===== config.mk =====
export PLATFORM = sky130hd
export DESIGN_NAME = fcr_regs
export DESIGN_NICKNAME = d
export VERILOG_FILES = /design/src/fcr_pkg.sv /design/src/fcr_cfg_if.sv /design/src/fcr_regs.sv /design/src/fcr_working_cfg.sv
export SDC_FILE = /design/constraint.sdc
export NUM_CORES = 1
export LEC_CHECK = 0
export ABC_AREA = 1
export BUFFER_PORTS_ARGS = -buffer_cell sky130_fd_sc_hd__buf_2
export CORE_MARGIN = 2
export CORE_UTILIZATION = 54
export CTS_BUF_LIST = sky130_fd_sc_hd__clkbuf_4
export DETAILED_ROUTE_END_ITERATION = 7
export PLACE_DENSITY = 0.88
export SYNTH_ARGS = -nofsm -noshare
export SYNTH_HDL_FRONTEND = slang
export SYNTH_HIERARCHICAL = 1
export SYNTH_SLANG_ARGS = --single-unit

===== constraint.sdc =====
create_clock -name clk -period 4.01 [get_ports clk]
set_clock_uncertainty 0.15 [all_clocks]
set_input_delay 0.2005 -clock clk [delete_from_list [all_inputs] [get_ports clk]]
set_output_delay 0.2005 -clock clk [all_outputs]
set_load 0.05 [all_outputs]

===== src/fcr_pkg.sv =====
// Package: constants for the flash configuration and status register bank
package fcr_pkg;
    // Command codes
    typedef enum logic [3:0] {
        FCR_CMD_NONE      = 4'h0,
        FCR_CMD_WREN      = 4'h1,
        FCR_CMD_WRDI      = 4'h2,
        FCR_CMD_RDSR      = 4'h3,
        FCR_CMD_WRSR      = 4'h4,
        FCR_CMD_RDNVCR    = 4'h5,
        FCR_CMD_WRNVCR    = 4'h6,
        FCR_CMD_WRVCR     = 4'h7,
        FCR_CMD_WREVCR    = 4'h8,
        FCR_CMD_PROGRAM   = 4'h9,
        FCR_CMD_ERASE     = 4'hA,
        FCR_CMD_BULKERASE = 4'hB
    } fcr_cmd_t;

    // Status bit positions
    localparam int FCR_SR_WIP   = 0;
    localparam int FCR_SR_WEL   = 1;
    localparam int FCR_SR_BP0   = 2;
    localparam int FCR_SR_BP2   = 4;
    localparam int FCR_SR_ORG   = 5;
    localparam int FCR_SR_BP3   = 6;
    localparam int FCR_SR_SWD   = 7;
    localparam logic [7:0] FCR_SR_NV_MASK = 8'hFC;

    // Boot configuration field positions
    localparam int FCR_NV_DUMMY_LO = 12;
    localparam int FCR_NV_XIP_LO   = 9;
    localparam int FCR_NV_DRV_LO   = 6;
    localparam int FCR_NV_HOLD     = 4;
    localparam int FCR_NV_QUAD     = 3;
    localparam int FCR_NV_DUAL     = 2;

    // Reset values
    localparam logic [15:0] FCR_NV_RESET = 16'hFFFF;
    localparam logic [7:0]  FCR_SR_RESET = 8'h00;
    localparam logic [3:0]  FCR_DUMMY_DEFAULT = 4'hF;
    localparam logic [2:0]  FCR_XIP_OFF       = 3'h7;
    localparam logic [2:0]  FCR_DRV_DEFAULT   = 3'h7;

    // Protocol codes
    localparam logic [1:0] FCR_PROTO_EXT  = 2'h0;
    localparam logic [1:0] FCR_PROTO_DUAL = 2'h1;
    localparam logic [1:0] FCR_PROTO_QUAD = 2'h2;

    // Busy times in clock cycles
    localparam int FCR_WR_CYCLES = 16;
    localparam int FCR_PE_CYCLES = 64;
endpackage : fcr_pkg


===== src/fcr_cfg_if.sv =====
// Interface: working configuration passed from loader to top
`timescale 1ns/100ps
`default_nettype none
interface fcr_cfg_if;
    logic       load_boot;
    logic       load_live;
    logic [15:0] boot_word;
    logic [7:0]  vol_word;
    logic [7:0]  evol_word;
    logic [3:0]  dummy_cycles;
    logic [2:0]  execute_in_place;
    logic [2:0]  drive_code;
    logic        hold_enable;
    logic [1:0]  protocol;
    modport master (output load_boot, load_live, boot_word, vol_word,
                    evol_word, input dummy_cycles, execute_in_place,
                    drive_code, hold_enable, protocol);
    modport slave (input load_boot, load_live, boot_word, vol_word,
                   evol_word, output dummy_cycles, execute_in_place,
                   drive_code, hold_enable, protocol);
endinterface : fcr_cfg_if
`default_nettype wire


===== src/fcr_regs.sv =====
// Module: flash status and boot configuration registers
//
// Behaviour
// - Boot loads working configuration from boot word.
// - Volatile writes reach working configuration at once.
// - Boot discards volatile settings.
// - Status bit 7 with the pin disables status writes.
// - Status bit 5 sets protected range origin, 0 top.
// - Nonzero protect bits 6,4:2 refuse protected program/erase.
// - Write latch clear at reset; needed for any write except volatile writes.
// - Status bit 0 is 1 while a write cycle runs.
// - Bit 7 set and pin low lock status writes.
// - Bulk erase needs all protect bits 0.
// - Reset clears volatile status bits.
// - Status read and written by own commands.
// - Boot bits 15:12 set dummy cycles; 0 and F mean default.
// - Boot bits 11:9 pick execute-in-place mode; 7 is off.
// - Boot bits 8:6 pick output drive; 7 is default.
// - Boot bit 4 enables the hold or reset function.
// - Boot bits 3, 2 low pick four- or two-line protocol.
// - Boot word ships all ones; own access commands.
// - Both protocol bits low pick four lines.
// - Inputs taken on rising edge; outputs registered on rising edge.
`timescale 1ns/100ps
`default_nettype none
module fcr_regs
    import fcr_pkg::*;
#(
    parameter int WR_CYCLES = FCR_WR_CYCLES,
    parameter int PE_CYCLES = FCR_PE_CYCLES
)(
    // Clock and reset
    input  wire logic              clk,
    input  wire logic              rst,
    // Power-on boot strobe
    input  wire logic              boot,
    // Command port
    input  wire logic              cmd_valid,
    input  wire fcr_pkg::fcr_cmd_t cmd,
    input  wire logic [15:0]       cmd_data,
    input  wire logic              target_protected,
    // Write protect pin, active low
    input  wire logic              write_protect_n,
    // Read answer
    output logic [15:0]            rd_data,
    output logic                   rd_valid,
    output logic                   cmd_rejected,
    // Working configuration
    output logic [7:0]             flash_status,
    output logic [15:0]            boot_configuration,
    output logic [3:0]             dummy_cycles,
    output logic [2:0]             execute_in_place,
    output logic [2:0]             drive_code,
    output logic                   hold_enable,
    output logic [1:0]             protocol,
    output logic                   block_protect_active,
    output logic                   protect_range_origin
);
    initial begin
        if (WR_CYCLES < 1 || WR_CYCLES > 65535 ||
            PE_CYCLES < 1 || PE_CYCLES > 65535)
            $error("bad busy counts");
    end

    typedef enum logic [1:0] {
        FCR_IDLE  = 2'b00,
        FCR_BUSY  = 2'b01,
        FCR_APPLY = 2'b11
    } fcr_state_t;

    typedef enum logic [1:0] {
        FCR_OP_SR = 2'h0,
        FCR_OP_NV = 2'h1,
        FCR_OP_PE = 2'h2
    } fcr_op_t;

    fcr_state_t  state_q,  next_state;
    fcr_op_t     op_q,     next_op;
    logic [15:0] cnt_q,    next_cnt;
    logic [7:0]  sr_q,     next_sr;
    logic [15:0] nv_q,     next_nv;
    logic [15:0] pend_q,   next_pend;
    logic [7:0]  vcr_q,    next_vcr;
    logic [7:0]  evcr_q,   next_evcr;
    logic [15:0] rd_q,     next_rd;
    logic        rdv_q,    next_rdv;
    logic        rej_q,    next_rej;
    logic        live_q,   next_live;
    logic        boot_q,   next_boot;

    fcr_cfg_if cfg_bus ();

    function automatic logic [3:0] bp_of(input logic [7:0] s);
        bp_of = {s[FCR_SR_BP3], s[FCR_SR_BP2:FCR_SR_BP0]};
    endfunction : bp_of

    logic sr_locked;
    logic [3:0] bp;
    assign sr_locked = sr_q[FCR_SR_SWD] & ~write_protect_n;
    assign bp        = bp_of(sr_q);

    always_comb begin
        next_state = state_q;
        next_op    = op_q;
        next_cnt   = cnt_q;
        next_sr    = sr_q;
        next_nv    = nv_q;
        next_pend  = pend_q;
        next_vcr   = vcr_q;
        next_evcr  = evcr_q;
        next_rd    = rd_q;
        next_rdv   = 1'b0;
        next_rej   = 1'b0;
        next_live  = 1'b0;
        next_boot  = boot;
        unique case (state_q)
            FCR_IDLE: begin
                if (cmd_valid) begin
                    unique case (cmd)
                        FCR_CMD_WREN:
                            next_sr[FCR_SR_WEL] = 1'b1;
                        FCR_CMD_WRDI:
                            next_sr[FCR_SR_WEL] = 1'b0;
                        FCR_CMD_RDSR: begin
                            next_rd  = {8'h00, sr_q};
                            next_rdv = 1'b1;
                        end
                        FCR_CMD_RDNVCR: begin
                            next_rd  = nv_q;
                            next_rdv = 1'b1;
                        end
                        FCR_CMD_WRSR: begin
                            if (!sr_q[FCR_SR_WEL] || sr_locked) begin
                                next_rej = 1'b1;
                            end else begin
                                next_pend  = {8'h00, cmd_data[7:0]};
                                next_op    = FCR_OP_SR;
                                next_cnt   = 16'(WR_CYCLES);
                                next_state = FCR_BUSY;
                            end
                        end
                        FCR_CMD_WRNVCR: begin
                            if (!sr_q[FCR_SR_WEL]) begin
                                next_rej = 1'b1;
                            end else begin
                                next_pend  = cmd_data;
                                next_op    = FCR_OP_NV;
                                next_cnt   = 16'(WR_CYCLES);
                                next_state = FCR_BUSY;
                            end
                        end
                        FCR_CMD_WRVCR: begin
                            next_vcr  = cmd_data[7:0];
                            next_live = 1'b1;
                        end
                        FCR_CMD_WREVCR: begin
                            next_evcr = cmd_data[7:0];
                            next_live = 1'b1;
                        end
                        FCR_CMD_PROGRAM, FCR_CMD_ERASE,
                        FCR_CMD_BULKERASE: begin
                            if (!sr_q[FCR_SR_WEL]
                                || (cmd == FCR_CMD_BULKERASE
                                    && bp != 4'h0)
                                || (cmd != FCR_CMD_BULKERASE
                                    && bp != 4'h0
                                    && target_protected)) begin
                                next_rej            = 1'b1;
                                next_sr[FCR_SR_WEL] = 1'b0;
                            end else begin
                                next_op    = FCR_OP_PE;
                                next_cnt   = 16'(PE_CYCLES);
                                next_state = FCR_BUSY;
                            end
                        end
                        default: ;
                    endcase
                end
            end
            FCR_BUSY: begin
                next_sr[FCR_SR_WIP] = 1'b1;
                if (cmd_valid && cmd == FCR_CMD_RDSR) begin
                    next_rd  = {8'h00, sr_q};
                    next_rdv = 1'b1;
                end else if (cmd_valid) begin
                    next_rej = 1'b1;
                end
                if (cnt_q <= 16'h0001)
                    next_state = FCR_APPLY;
                else
                    next_cnt = cnt_q - 16'h0001;
            end
            FCR_APPLY: begin
                if (op_q == FCR_OP_SR)
                    next_sr = (pend_q[7:0] & FCR_SR_NV_MASK)
                            | (sr_q & ~FCR_SR_NV_MASK);
                else if (op_q == FCR_OP_NV)
                    next_nv = pend_q;
                next_sr[FCR_SR_WIP] = 1'b0;
                next_sr[FCR_SR_WEL] = 1'b0;
                next_state = FCR_IDLE;
            end
            default: next_state = FCR_IDLE;
        endcase
        if (boot) begin
            next_vcr  = 8'hFB;
            next_evcr = 8'hFF;
        end
    end

    always_ff @(posedge clk or posedge rst) begin
        if (rst) begin
            state_q <= FCR_IDLE;
            op_q    <= FCR_OP_SR;
            cnt_q   <= 16'h0000;
            sr_q    <= FCR_SR_RESET;
            nv_q    <= FCR_NV_RESET;
            pend_q  <= 16'h0000;
            vcr_q   <= 8'hFB;
            evcr_q  <= 8'hFF;
            rd_q    <= 16'h0000;
            rdv_q   <= 1'b0;
            rej_q   <= 1'b0;
            live_q  <= 1'b0;
            boot_q  <= 1'b0;
        end else begin
            state_q <= next_state;
            op_q    <= next_op;
            cnt_q   <= next_cnt;
            sr_q    <= next_sr;
            nv_q    <= next_nv;
            pend_q  <= next_pend;
            vcr_q   <= next_vcr;
            evcr_q  <= next_evcr;
            rd_q    <= next_rd;
            rdv_q   <= next_rdv;
            rej_q   <= next_rej;
            live_q  <= next_live;
            boot_q  <= next_boot;
        end
    end

    // Boot load reads the stored word
    assign cfg_bus.load_boot = boot_q;
    assign cfg_bus.load_live = live_q;
    assign cfg_bus.boot_word = nv_q;
    assign cfg_bus.vol_word  = vcr_q;
    assign cfg_bus.evol_word = evcr_q;

    fcr_working_cfg u_cfg (
        .clk (clk),
        .rst (rst),
        .cfg (cfg_bus)
    );

    // Output registers
    always_ff @(posedge clk or posedge rst) begin
        if (rst) begin
            dummy_cycles         <= FCR_DUMMY_DEFAULT;
            execute_in_place     <= FCR_XIP_OFF;
            drive_code           <= FCR_DRV_DEFAULT;
            hold_enable          <= 1'b1;
            protocol             <= FCR_PROTO_EXT;
            block_protect_active <= 1'b0;
            protect_range_origin <= 1'b0;
            flash_status         <= FCR_SR_RESET;
            boot_configuration   <= FCR_NV_RESET;
            rd_data              <= 16'h0000;
            rd_valid             <= 1'b0;
            cmd_rejected         <= 1'b0;
        end else begin
            dummy_cycles         <= cfg_bus.dummy_cycles;
            execute_in_place     <= cfg_bus.execute_in_place;
            drive_code           <= cfg_bus.drive_code;
            hold_enable          <= cfg_bus.hold_enable;
            protocol             <= cfg_bus.protocol;
            block_protect_active <= |bp;
            protect_range_origin <= sr_q[FCR_SR_ORG];
            flash_status         <= sr_q;
            boot_configuration   <= nv_q;
            rd_data              <= rd_q;
            rd_valid             <= rdv_q;
            cmd_rejected         <= rej_q;
        end
    end
endmodule : fcr_regs
`default_nettype wire


===== src/fcr_working_cfg.sv =====
// Module: hidden working configuration loaded at boot or by volatile writes
`timescale 1ns/100ps
`default_nettype none
module fcr_working_cfg
    import fcr_pkg::*;
(
    // Clock and reset
    input  wire logic clk,
    input  wire logic rst,
    // Load requests and working values
    fcr_cfg_if.slave  cfg
);
    logic [3:0] dummy_q,  next_dummy;
    logic [2:0] xip_q,    next_xip;
    logic [2:0] drv_q,    next_drv;
    logic       hold_q,   next_hold;
    logic [1:0] proto_q,  next_proto;

    function automatic logic [1:0] proto_of(input logic quad_n,
                                            input logic dual_n);
        if (!quad_n)
            proto_of = FCR_PROTO_QUAD;
        else if (!dual_n)
            proto_of = FCR_PROTO_DUAL;
        else
            proto_of = FCR_PROTO_EXT;
    endfunction : proto_of

    function automatic logic [3:0] dummy_of(input logic [3:0] code);
        dummy_of = (code == 4'h0) ? FCR_DUMMY_DEFAULT : code;
    endfunction : dummy_of

    always_comb begin
        next_dummy = dummy_q;
        next_xip   = xip_q;
        next_drv   = drv_q;
        next_hold  = hold_q;
        next_proto = proto_q;
        if (cfg.load_boot) begin
            next_dummy = dummy_of(cfg.boot_word[FCR_NV_DUMMY_LO +: 4]);
            next_xip   = cfg.boot_word[FCR_NV_XIP_LO +: 3];
            next_drv   = cfg.boot_word[FCR_NV_DRV_LO +: 3];
            next_hold  = cfg.boot_word[FCR_NV_HOLD];
            next_proto = proto_of(cfg.boot_word[FCR_NV_QUAD],
                                  cfg.boot_word[FCR_NV_DUAL]);
        end else if (cfg.load_live) begin
            next_dummy = dummy_of(cfg.vol_word[7:4]);
            next_xip   = cfg.vol_word[3] ? FCR_XIP_OFF : 3'h0;
            next_hold  = cfg.evol_word[4];
            next_proto = proto_of(cfg.evol_word[7], cfg.evol_word[6]);
        end
    end

    always_ff @(posedge clk or posedge rst) begin
        if (rst) begin
            dummy_q <= FCR_DUMMY_DEFAULT;
            xip_q   <= FCR_XIP_OFF;
            drv_q   <= FCR_DRV_DEFAULT;
            hold_q  <= 1'b1;
            proto_q <= FCR_PROTO_EXT;
        end else begin
            dummy_q <= next_dummy;
            xip_q   <= next_xip;
            drv_q   <= next_drv;
            hold_q  <= next_hold;
            proto_q <= next_proto;
        end
    end

    assign cfg.dummy_cycles     = dummy_q;
    assign cfg.execute_in_place = xip_q;
    assign cfg.drive_code       = drv_q;
    assign cfg.hold_enable      = hold_q;
    assign cfg.protocol         = proto_q;
endmodule : fcr_working_cfg
`default_nettype wire


==> flow_summary.yaml <==
detailed_routing:
  post_drt_wl_per_cell_um: 14.3
  drc_errors: 0
  firstDrtPassIters: 4
  wirelength_mm: 13.5
  via_count: 4857
  drtIter0Drc: 347
  via_per_inst: 5.13
  drtAntennaViolNets: 0
die:
  core.rowCount: 39
  die_x_um: 113
  initial_utilization: 0.558
  die_h_um: 113
  die_area_mm2: 0.0127
  io-pin-count: 83
  core-area_mm2: 0.0115
clock_network:
  path_clk_slew_ns: 0.15
  clock_latency_ns: 0.57
  cts_hold_buf: 28
  cts_buffer_depth: 2
  cts_buffers: 17
  root_buffer: "clkbuf_4"
  cts_tree: "yes"
  htreeDepth: 4
  cts_num_sinks: 157
  post_cts_buffers: 0
  ctsResizeCount: 0
synth:
  syn-num-nets: 714
  ys_warn_count: 6
  syn-mean-instance-area_um2: 9.37
  synthCells: 683
  syn-cell-area_mm2: 0.00640
grt:
  grt_pass1_wl_mm: 22.7
  antenna_found_initial: 0
  grt_remaining_overflow: 0
  grt_start_max_net_pins: 112
  first_global_vias: 4711
  grt.total_usage: 0.226
worst_setup_path:
  cp-start-kind: "flip-flop"
  cp_num_buf_inv: 1
  path_common_cell: "nand2_1"
  crit_type: "reg2reg"
  cp_data_arrival_time_ns: 3.08
  crit_path_cell_trace: "ha_1, inv_1, nand2_1, a21oi_1, nand2_1, o21ai_0"
  crit_path_end_kind: "flip-flop"
  worstPathRequired_ns: 4.33
  critPathTopFamily: "simple AND/OR/NAND/NOR gates"
  worst-path-max-fanout: 32
  cpPeakStageDelay_ns: 0.54
  crit_path_top_delay_cell: "nand2_1"
pwr:
  power.leakage_nw: 3.76
  finalPower_mw: 5.46
  p_int_mw: 3.02
  power_density_mw_per_mm2: 732
  p_sw_frac: 0.446
  power_frac_comb: 0.382
  vdd_drop_max_mv: 0.599
  seqPwrFrac: 0.438
  clkPwrFrac: 0.179
  p_sw_mw: 2.43
finish:
  area_growth_pct: 16.5
  final_common_cell: "nand2_1"
  layout_common_cells: "nand2_1, dfrtp_1, buf_2, nor2_1, dfstp_2"
  fin_nets: 822
  final_core_util: 0.650
  antenna_cells: 0
  drive_above_1_share: 0.251
sta:
  min_period_ns: 2.77
  tightest_slew_ns: 0.945
  fmax_mhz: 362
  fin_tns_setup_ns: 0
  slew_headroom: 0.368
  setup_viol: 0
  hold_violations: 0
  finalCritPeriodShare: 0.690
  grt_setup_unrepaired: "no"
  slew_violations: 0
placed_design:
  gp_congestion: 0.893
  dp_hpwl_mm: 9.01
  port_buffers: 82
flow_run:
  cap_violations: 0
hold_path:
  min_path_type: "in2async"
outcome:
  status: "completed"
==> state kept, by name, indices dropped and copies added, names as in the netlist, 4 cells and up <==
register / cells
cnt_q: 16
dummy_cycles: 4
cfg_bus.vol_word: 5
boot_configuration: 16
u_cfg/cfg.dummy_cycles: 4
flash_status: 8
rd_data: 16
sr_q: 8
cfg_bus.boot_word: 16
pend_q: 16
rd_q: 16
==> cell type report <==
cell class	count	area [um^2]
Clock buffer	17	128
Timing Repair Buffer	112	718
Tap cell	143	179
Sequential cell	157	4010
Multi-Input combinational cell	446	2040
Clock inverter	15	171
Fill cell	846	4010
Inverter	57	218
==> metal layers <==
layer / track usage / wire (um) / vias to the layer above
li1: - / - / 2369
met1: 0.308 / 6040 / 2322
met2: 0.352 / 6480 / 139
met3: 0.0627 / 684 / 27
met4: 0.0789 / 316 / 0
met5: 0 / 0 / -
==> power by group through the flow <==
| stage | Combinational (mW) | Clock, mW | Sequential (mW) |
|---|---|---|---|
| floorplan | 1.18 | 0 | 2.88 |
| global placement | 2.00 | 0 | 2.40 |
| detailed placement | 2.06 | 0 | 2.41 |
| CTS | 2.09 | 0.994 | 2.38 |
| global route | 2.32 | 1.07 | 2.44 |
| finish | 2.09 | 0.978 | 2.39 |
==> worst paths after layout <==
kind	from	endpoint	slack [ns]	depth (start not counted)
hold / removal	rst	u_cfg/cfg.protocol[0]	0.07	3
hold reg to reg	rdv_q	rd_valid	0.22	0
setup / recovery	state_q[0]	rd_q[12]	1.24	6
min in group clk	write_protect_n	rej_q	0.10	8
max in group asynchronous	rst	boot_configuration[0]	2.58	4
setup reg to reg	state_q[0]	rd_q[12]	1.24	6
==> worst reg2reg max path: stages, from the launching register on <==
cell and delay [ns]:
dfrtp_1 0.43, ha_1 0.30, inv_1 0.48, nand2_1 0.16, a21oi_1 0.19, nand2_1 0.54, o21ai_0 0.43
==> per-stage QoR <==
stage	cell area, um^2	instances	setup slack (ns)	hold WS, ns
2_1_floorplan	6400	683	1.90	-0.0804
3_3_place_gp	6880	887	1.48	0.111
3_5_place_dp	6880	887	1.30	0.119
4_1_cts	7460	947	1.26	0.0214
5_1_grt	7460	947	0.945	0.0560
6_report	7460	947	1.24	0.0749
Power figures use the tool's default switching activity.
